**config.mk**
```make
export PLATFORM = sky130hd
export DESIGN_NAME = standby_and_sensor_fault_ctrl
export DESIGN_NICKNAME = d
export VERILOG_FILES = /design/src/pkg/tsense_pkg.sv /design/src/hw/smbus_target.sv /design/src/hw/standby_and_sensor_fault_ctrl.sv
export VERILOG_INCLUDE_DIRS = /design/src /design/src/pkg
export SDC_FILE = /design/constraint.sdc
export NUM_CORES = 1
export LEC_CHECK = 0
export BUFFER_PORTS_ARGS = -buffer_cell sky130_fd_sc_hd__buf_4
export CORE_ASPECT_RATIO = 0.75
export CORE_MARGIN = 5
export CORE_UTILIZATION = 52
export DETAILED_ROUTE_END_ITERATION = 8
export GPL_ROUTABILITY_DRIVEN = 0
export PLACE_DENSITY_LB_ADDON = 0.08
export SLEW_MARGIN = 20
export SYNTH_ARGS = -nofsm -noshare
export SYNTH_HDL_FRONTEND = slang
export SYNTH_SLANG_ARGS = --single-unit
```
**constraint.sdc**
```tcl
create_clock -name clk_i -period 6.6 [get_ports clk_i]
set_clock_uncertainty 0.2 [all_clocks]
set_input_delay 1.32 -clock clk_i [delete_from_list [all_inputs] [get_ports clk_i]]
set_output_delay 1.32 -clock clk_i [all_outputs]
set_load 0.005 [all_outputs]
```
**src/pkg/tsense_params.svh**
```systemverilog
`ifndef TSENSE_PARAMS_SVH
`define TSENSE_PARAMS_SVH
`define REG_LOCAL    8'h00
`define REG_REMOTE   8'h01
`define REG_STATUS   8'h02
`define REG_CFG      8'h03
`define REG_LHI      8'h04
`define REG_LLO      8'h05
`define REG_RHI      8'h06
`define REG_RLO      8'h07
`define REG_ONESHOT  8'h0F
`define CFG_HOLD_BIT 6
`define ST_OPEN      2
`define ST_RLO       3
`define ST_RHI       4
`define ST_LLO       5
`define ST_LHI       6
`define LIM_HI_RST   8'h7F
`define LIM_LO_RST   8'hC9
`define SHORT_CODE   8'h80
`define ARA_ADDR     7'h0C
`define DEV_ADDR     7'h2A
`define CONV_GAP     16'h0010
`endif

```
**src/pkg/tsense_pkg.sv**
```systemverilog
`default_nettype none
package tsense_pkg;
  typedef enum logic [2:0] {BUS_IDLE, BUS_ADDR, BUS_ACK_ADDR, BUS_WR, BUS_ACK_WR, BUS_RD, BUS_ACK_RD} bus_state_t;
  typedef enum logic [1:0] {SEQ_IDLE, SEQ_LOCAL, SEQ_REMOTE} seq_state_t;
  typedef struct packed {
    logic       wr_stb;
    logic       rd_stb;
    logic       ara_done;
    logic [7:0] ptr;
    logic [7:0] wr_data;
  } reg_access_t;
  typedef struct packed {
    bus_state_t st;
    logic [3:0] cnt;
    logic [7:0] sh;
    logic       rw;
    logic       ara;
    logic       first;
    logic [7:0] ptr;
    logic       drive;
    logic       scl_q;
    logic       sda_q;
    logic       wr_stb;
    logic       rd_stb;
    logic       ara_done;
  } bus_regs_t;
  typedef struct packed {
    seq_state_t  seq;
    logic        os_pend;
    logic        os_run;
    logic [15:0] gap;
    logic        start;
    logic        abort;
    logic        chan;
    logic        alert;
    logic [7:0]  local_val;
    logic [7:0]  remote_val;
    logic [7:0]  cfg;
    logic [7:0]  lhi;
    logic [7:0]  llo;
    logic [7:0]  rhi;
    logic [7:0]  rlo;
    logic [7:0]  status;
  } ctrl_regs_t;
endpackage : tsense_pkg
`default_nettype wire

```
**src/hw/smbus_target.sv**
```systemverilog
`timescale 1ns/1ps
`default_nettype none
`include "tsense_params.svh"
module smbus_target #(
  parameter logic [6:0] DEV_ADDR = `DEV_ADDR
) (
  input  wire logic                     clk_i,
  input  wire logic                     rst_i,
  input  wire logic                     scl_i,
  input  wire logic                     sda_i,
  output logic                          sda_o,
  output logic                          sda_oe_o,
  input  wire logic [7:0]               rd_data_i,
  input  wire logic                     alert_req_i,
  output tsense_pkg::reg_access_t       acc_o
);
  tsense_pkg::bus_regs_t s;
  tsense_pkg::bus_regs_t next_s;
  logic start;
  logic stop;
  logic rise;
  logic fall;
  logic dev_hit;
  logic ara_hit;

  assign start   = s.scl_q & scl_i & s.sda_q & ~sda_i;
  assign stop    = s.scl_q & scl_i & ~s.sda_q & sda_i;
  assign rise    = ~s.scl_q & scl_i;
  assign fall    = s.scl_q & ~scl_i;
  assign dev_hit = s.sh[7:1] == DEV_ADDR;
  // Only a device whose alert is pending answers the alert response address.
  assign ara_hit = (s.sh[7:1] == `ARA_ADDR) & s.sh[0] & alert_req_i;

  always_comb begin
    next_s          = s;
    next_s.scl_q    = scl_i;
    next_s.sda_q    = sda_i;
    next_s.wr_stb   = 1'b0;
    next_s.rd_stb   = 1'b0;
    next_s.ara_done = 1'b0;
    if (start) begin
      next_s.st    = tsense_pkg::BUS_ADDR;
      next_s.cnt   = 4'h0;
      next_s.drive = 1'b0;
    end else if (stop) begin
      next_s.st    = tsense_pkg::BUS_IDLE;
      next_s.drive = 1'b0;
    end else begin
      unique case (s.st)
        tsense_pkg::BUS_IDLE: begin
        end
        tsense_pkg::BUS_ADDR, tsense_pkg::BUS_WR: begin
          if (rise) begin
            next_s.sh  = {s.sh[6:0], sda_i};
            next_s.cnt = s.cnt + 4'h1;
          end else if (fall && s.cnt == 4'h8 && s.st == tsense_pkg::BUS_ADDR) begin
            if (dev_hit || ara_hit) begin
              next_s.drive = 1'b1;
              next_s.st    = tsense_pkg::BUS_ACK_ADDR;
              next_s.rw    = s.sh[0];
              next_s.ara   = ~dev_hit;
            end else begin
              next_s.st = tsense_pkg::BUS_IDLE;
            end
            next_s.first = 1'b1;
          end else if (fall && s.cnt == 4'h8) begin
            next_s.drive = 1'b1;
            next_s.st    = tsense_pkg::BUS_ACK_WR;
            next_s.first = 1'b0;
            if (s.first) begin
              next_s.ptr = s.sh;
            end else begin
              next_s.wr_stb = 1'b1;
            end
          end
        end
        tsense_pkg::BUS_ACK_ADDR: begin
          if (fall) begin
            next_s.cnt = 4'h0;
            if (s.rw) begin
              next_s.sh     = s.ara ? {DEV_ADDR, 1'b0} : rd_data_i;
              next_s.rd_stb = ~s.ara;
              next_s.drive  = ~next_s.sh[7];
              next_s.st     = tsense_pkg::BUS_RD;
            end else begin
              next_s.drive = 1'b0;
              next_s.st    = tsense_pkg::BUS_WR;
            end
          end
        end
        tsense_pkg::BUS_ACK_WR: begin
          if (fall) begin
            next_s.drive = 1'b0;
            next_s.cnt   = 4'h0;
            next_s.st    = tsense_pkg::BUS_WR;
          end
        end
        tsense_pkg::BUS_RD: begin
          if (rise) begin
            next_s.cnt = s.cnt + 4'h1;
          end else if (fall && s.cnt == 4'h8) begin
            next_s.drive = 1'b0;
            next_s.st    = tsense_pkg::BUS_ACK_RD;
          end else if (fall) begin
            next_s.sh    = {s.sh[6:0], 1'b0};
            next_s.drive = ~s.sh[6];
          end
        end
        tsense_pkg::BUS_ACK_RD: begin
          if (rise && (sda_i || s.ara)) begin
            next_s.ara_done = s.ara;
            next_s.st       = tsense_pkg::BUS_IDLE;
          end else if (rise) begin
            next_s.st = tsense_pkg::BUS_ACK_ADDR;
          end
        end
      endcase
    end
  end

  always_ff @(posedge clk_i) begin
    if (rst_i) begin
      s       <= '0;
      s.scl_q <= 1'b1;
      s.sda_q <= 1'b1;
    end else begin
      s <= next_s;
    end
  end

  assign sda_o    = 1'b0;
  assign sda_oe_o = s.drive;
  assign acc_o    = '{wr_stb: s.wr_stb, rd_stb: s.rd_stb, ara_done: s.ara_done, ptr: s.ptr, wr_data: s.sh};
endmodule : smbus_target
`default_nettype wire

```
**src/hw/standby_and_sensor_fault_ctrl.sv**
```systemverilog
`timescale 1ns/1ps
`default_nettype none
`include "tsense_params.svh"
module standby_and_sensor_fault_ctrl #(
  parameter logic [15:0] CONV_GAP = `CONV_GAP,
  parameter logic [6:0]  DEV_ADDR = `DEV_ADDR
) (
  input  wire logic       clk_i,
  input  wire logic       rst_i,
  input  wire logic       low_power_hold_n_i,
  input  wire logic       scl_i,
  input  wire logic       serial_data_line_i,
  output logic            serial_data_line_o,
  output logic            serial_data_line_oe_o,
  output logic            alert_o,
  output logic            alert_oe_o,
  output logic            adc_start_o,
  output logic            adc_channel_o,
  output logic            adc_abort_o,
  input  wire logic       adc_done_i,
  input  wire logic [7:0] adc_code_i,
  input  wire logic       adc_under_range_i,
  input  wire logic       open_cmp_i
);
  tsense_pkg::ctrl_regs_t  s;
  tsense_pkg::ctrl_regs_t  next_s;
  tsense_pkg::reg_access_t acc;
  logic [7:0] rd_data;
  logic       hw_hold;
  logic       sw_hold;
  logic       standby;
  logic       go;
  logic       kill;
  logic       c_lhi;
  logic       c_llo;
  logic       c_rhi;
  logic       c_rlo;
  logic       cond_any;

  function automatic logic [7:0] read_reg(input logic [7:0] ptr, input tsense_pkg::ctrl_regs_t r);
    unique case (ptr)
      `REG_LOCAL:  read_reg = r.local_val;
      `REG_REMOTE: read_reg = r.remote_val;
      `REG_STATUS: read_reg = r.status;
      `REG_CFG:    read_reg = r.cfg;
      `REG_LHI:    read_reg = r.lhi;
      `REG_LLO:    read_reg = r.llo;
      `REG_RHI:    read_reg = r.rhi;
      `REG_RLO:    read_reg = r.rlo;
      default:     read_reg = 8'h00;
    endcase
  endfunction : read_reg

  // The serial slave is never gated by standby.
  smbus_target #(
    .DEV_ADDR (DEV_ADDR)
  ) u_bus (
    .clk_i       (clk_i),
    .rst_i       (rst_i),
    .scl_i       (scl_i),
    .sda_i       (serial_data_line_i),
    .sda_o       (serial_data_line_o),
    .sda_oe_o    (serial_data_line_oe_o),
    .rd_data_i   (rd_data),
    .alert_req_i (s.alert),
    .acc_o       (acc)
  );

  assign rd_data  = read_reg(acc.ptr, s);
  assign hw_hold  = ~low_power_hold_n_i;
  assign sw_hold  = s.cfg[`CFG_HOLD_BIT];
  assign standby  = hw_hold | sw_hold;
  // A hold pin low wins over any pending one-shot request.
  assign go       = (s.seq == tsense_pkg::SEQ_IDLE) & ~hw_hold &
                    ((~sw_hold & (s.gap == 16'h0000)) | (sw_hold & s.os_pend));
  assign kill     = hw_hold | (sw_hold & ~s.os_run);
  assign c_lhi    = $signed(s.local_val) > $signed(s.lhi);
  assign c_llo    = $signed(s.local_val) < $signed(s.llo);
  assign c_rhi    = $signed(s.remote_val) > $signed(s.rhi);
  // A limit of 80h can never be undercut, which is how an unused channel is silenced.
  assign c_rlo    = $signed(s.remote_val) < $signed(s.rlo);
  assign cond_any = c_lhi | c_llo | c_rhi | c_rlo | s.status[`ST_OPEN];

  always_comb begin
    next_s       = s;
    next_s.start = 1'b0;
    next_s.abort = 1'b0;
    if (acc.wr_stb) begin
      unique case (acc.ptr)
        `REG_CFG:     next_s.cfg = acc.wr_data;
        `REG_LHI:     next_s.lhi = acc.wr_data;
        `REG_LLO:     next_s.llo = acc.wr_data;
        `REG_RHI:     next_s.rhi = acc.wr_data;
        `REG_RLO:     next_s.rlo = acc.wr_data;
        `REG_ONESHOT: next_s.os_pend = s.os_pend | (sw_hold & ~hw_hold);
        default:      next_s.cfg = s.cfg;
      endcase
    end
    // Clearing on read comes first so that a same-cycle event still lands.
    if (acc.rd_stb && acc.ptr == `REG_STATUS) begin
      next_s.status = 8'h00;
    end
    next_s.status[`ST_LHI] = next_s.status[`ST_LHI] | c_lhi;
    next_s.status[`ST_LLO] = next_s.status[`ST_LLO] | c_llo;
    next_s.status[`ST_RHI] = next_s.status[`ST_RHI] | c_rhi;
    next_s.status[`ST_RLO] = next_s.status[`ST_RLO] | c_rlo;
    unique case (s.seq)
      tsense_pkg::SEQ_IDLE: begin
        if (s.gap != 16'h0000) begin
          next_s.gap = s.gap - 16'h0001;
        end
        if (go) begin
          next_s.start   = 1'b1;
          next_s.chan    = 1'b0;
          next_s.seq     = tsense_pkg::SEQ_LOCAL;
          next_s.os_run  = sw_hold;
          next_s.os_pend = 1'b0;
          next_s.status[`ST_OPEN] = next_s.status[`ST_OPEN] | open_cmp_i;
        end
      end
      tsense_pkg::SEQ_LOCAL, tsense_pkg::SEQ_REMOTE: begin
        if (kill) begin
          next_s.abort  = 1'b1;
          next_s.seq    = tsense_pkg::SEQ_IDLE;
          next_s.os_run = 1'b0;
        end else if (adc_done_i && s.seq == tsense_pkg::SEQ_LOCAL) begin
          next_s.local_val = adc_code_i;
          next_s.start     = 1'b1;
          next_s.chan      = 1'b1;
          next_s.seq       = tsense_pkg::SEQ_REMOTE;
        end else if (adc_done_i) begin
          next_s.remote_val = adc_under_range_i ? `SHORT_CODE : adc_code_i;
          next_s.seq        = tsense_pkg::SEQ_IDLE;
          next_s.os_run     = 1'b0;
          next_s.gap        = CONV_GAP;
        end
      end
    endcase
    // The latch holds the pin low until an alert response finds the cause gone.
    next_s.alert = cond_any | (s.alert & ~acc.ara_done);
  end

  always_ff @(posedge clk_i) begin
    if (rst_i) begin
      s     <= '0;
      s.lhi <= `LIM_HI_RST;
      s.llo <= `LIM_LO_RST;
      s.rhi <= `LIM_HI_RST;
      s.rlo <= `LIM_LO_RST;
    end else begin
      s <= next_s;
    end
  end

  assign alert_o       = 1'b0;
  assign alert_oe_o    = s.alert;
  assign adc_start_o   = s.start;
  assign adc_channel_o = s.chan;
  assign adc_abort_o   = s.abort;
endmodule : standby_and_sensor_fault_ctrl
`default_nettype wire

```
==> out/metrics.csv <==
stage,metric,value,unit
outcome,outcome,"finished, final reports clean",
route,num_vias,5587,
global_route,grt_max_degree,54,
yosys,synth_simple_gate_area_share,21.8,%
sta,max_slew_margin,23.2,%
clocking,post_cts_resized,0,
sta,fin_crit,3.11,ns
clocking,path_clk_slew,0.05,ns
worst_hold_path,min_path_type,reg2reg,
worst_setup_path,cp_max_fo,26,
route,drtIter0Drc,484,
yosys,syn_area_per_cell,8.65,um2
global_route,grt_pass1_wl,28900,um
layout,final_nets,797,
clocking,cts-hold-fix-buffers,0,
layout,n_antenna_cell,0,
route,drtAntennaViolNets,0,
clocking,htreeDepth,4,
layout,fin_cells,925,
floorplanning,die_h,107,um
floorplanning,ios,23,
global_route,grt_use_total,24.4,%
layout,num-fill-cells,1092,
yosys,ys.flop_type,dfxtp_1,
worst_hold_path,hold_start,s[4],
yosys,ys_seq_elements,117,
power_and_ir_drop,p_per_area,307,nW/um2
yosys,yosys_warnings,0,
sta,post-route-period-util,47.2,%
worst_setup_path,ff2ff_path_depth,5,
clocking,clock_latency,0.41,ns
worst_setup_path,cpPeakStageDelay,0.94,ns
yosys,synth_xor_xnor_area_share,1.48,%
power_and_ir_drop,irDropWorstVdd,0.000241,V
route,drt_pass1_iterations,5,
sta,tightest_slew,1.15,ns
yosys,yosys-mux-area-fraction,8.32,%
sta,rsz0062_at_grt,false,
floorplanning,initial_utilization,53.0,%
route,wirelength,17600,um
global_route,overflow,0,
flow_run,cap_violations,0,
yosys,synth_compound_area_share,19.1,%
yosys,synth_top_family_by_area,simple AND/OR/NAND/NOR gates,
sta,drv_slew,0,
global_route,use_met3,5.71,%
worst_setup_path,r2r_start,u_bus.acc_o[10],
floorplanning,coreArea,12300,um2
placement,place.port_buffers,20,
global_route,antenna_found_initial,0,
yosys,synth_edf_count,0,
global_route,met1_usage,33.7,%
route,drcViolationCount,0,
floorplanning,die_w,139,um
yosys,yosysSeqAreaShare,36.0,%
global_route,grt_busiest_layer,met2,
clocking,post_cts_buffers,0,
yosys,synth_cell_type_count,79,
worst_setup_path,start_kind,flop,
worst_hold_path,hold_path_end,s[4],
placement,hpwl,12600,um
sta,tns,0,ns
power_and_ir_drop,p_leak,2.94,nW
layout,layout-drive-gt1-share,12.4,%
sta,timing.hold.ws,0.259,ns
sta,hold_viol,0,
worst_hold_path,hold_depth,2,
worst_setup_path,crit_chain,nand2_1 -> or3_4 -> nor3_2 -> nor2_1 -> a211o_1,
yosys,syn_inst,751,
clocking,ctsLongestPathBuffers,2,
worst_setup_path,crit_type,reg2reg,
clocking,cts_tree,done,
floorplanning,rows,35,
worst_setup_path,r2r_end,s[37],
sta,fmax,321,MHz
worst_setup_path,crit_path_end_kind,flop,
layout,syn2layout_area_growth,12.2,%
layout,final_util,59.4,%
yosys,async_flop_share,0,%
placement,dp_cells,893,
yosys,synth.cell_area,6500,um2
sta,setup_viol,0,
global_route,met2_usage,38.1,%
worst_setup_path,rrSetupSlack,3.49,ns
global_route,grt_pass1_vias,5408,
clocking,cts.sinks,117,
worst_setup_path,critPathRequiredTime,6.70,ns
route,via_per_inst,6.04,
floorplanning,die_area,14900,um2
worst_setup_path,critPathSlowestCell,dfxtp_1,
clocking,cts_buffers,17,
worst_setup_path,cp.arrival,3.21,ns
route,wl_per_cell,19.0,um
clocking,cts-root-buf,clkbuf_16,
yosys,yosys.area_share.adder,6.74,%
[power breakdown]
| group | switching (mW) | internal, mW | total, mW |
|---|---|---|---|
| Clock | 0.325 | 0.648 | 0.974 |
| Sequential | 0.0582 | 0.754 | 0.812 |
| Combinational | 0.267 | 0.181 | 0.449 |
[stage by stage]
stage / power, mW / area [um2] / worst slack [ns]
floorplan: 1.18 / 6500 / 3.57
global placement: 1.25 / 6670 / 3.40
detailed placement: 1.27 / 6670 / 3.32
CTS: 2.24 / 7290 / 3.47
global route: 2.33 / 7290 / 3.33
finish: 2.23 / 7290 / 3.49
[cells by family after synthesis]
kind of cell    count (synthesis)
other cells                     1
fa+ha+maj                      35
flops                         117
mux                            46
xor+xnor                       11
buf+inv                       102
compound gates                174
simple gates                  265
[cell usage in the layout (no fill, tap or decap), types with 11 or more instances in the layout]
master / count
clkbuf_16: 17
a211o_1: 19
buf_4: 24
dfxtp_1: 117
mux2i_1: 36
nand3_1: 11
o211ai_1: 11
inv_1: 53
a21oi_1: 47
nand2_1: 55
nor3_1: 14
nor3b_1: 11
o21ai_0: 15
nor2b_1: 19
ha_1: 35
nor2_1: 81
[synthesized netlist by cell type (10+ instances only)]
| library cell | instances | area share, % |
|---|---|---|
| o21ai_0 | 15 | 1.2 |
| inv_1 | 53 | 3.1 |
| nor2_1 | 82 | 4.7 |
| a21oi_1 | 47 | 3.6 |
| mux2i_1 | 36 | 5.5 |
| nor3_1 | 14 | 1.1 |
| dfxtp_1 | 117 | 36 |
| nand3_1 | 11 | 0.85 |
| clkbuf_1 | 31 | 1.8 |
| o211ai_1 | 11 | 1.3 |
| nand2_1 | 55 | 3.2 |
| nor2b_1 | 19 | 1.8 |
| o31ai_1 | 10 | 1.2 |
| nor3b_1 | 11 | 1.3 |
| a211o_1 | 19 | 2.6 |
| ha_1 | 35 | 6.7 |
[state kept, by name (all words and copies together) (netlist names)]
signal and cells:
s 81, u_bus.acc_o 19, u_bus.s 12, adc_abort_o 1
adc_channel_o 1, adc_start_o 1, alert_oe_o 1, u_bus.sda_oe_o 1
[worst max path at each step]
stage / startpoint / end / cells past startpoint
final: u_bus.acc_o[10] / s[37] / 5
after global routing: u_bus.acc_o[10] / s[37] / 5
after CTS: u_bus.acc_o[10] / s[8] / 5
after detailed placement: scl_i / u_bus.acc_o[12] / 6
after global placement: scl_i / u_bus.acc_o[10] / 6
after floorplan: low_power_hold_n_i / s[80] / 6
[metal layers]
metal / up-vias / wire [um]
li1: 2687 / -
met1: 2688 / 8130
met2: 188 / 7920
met3: 24 / 1270
met4: 0 / 276
met5: - / 0
[layout make-up]
class,count,area [um2],area share [%]
multi-input combinational,533,3740,51.4
sequential,117,2340,32.1
clock buffer,22,464,6.37
tap,166,208,2.85
inverter,53,199,2.73
timing repair buffer,24,180,2.47
clock inverter,10,153,2.09
[critical path, delay by kind of cell, from the launching register on]
| kind | cells | cell delay [ns] |
|---|---|---|
| AOI/OAI and AO/OA | 1 | 0.30 |
| DFF | 1 | 0.94 |
| and+or+nand+nor | 4 | 1.57 |
No activity file was read; power rests on OpenSTA's default activity.
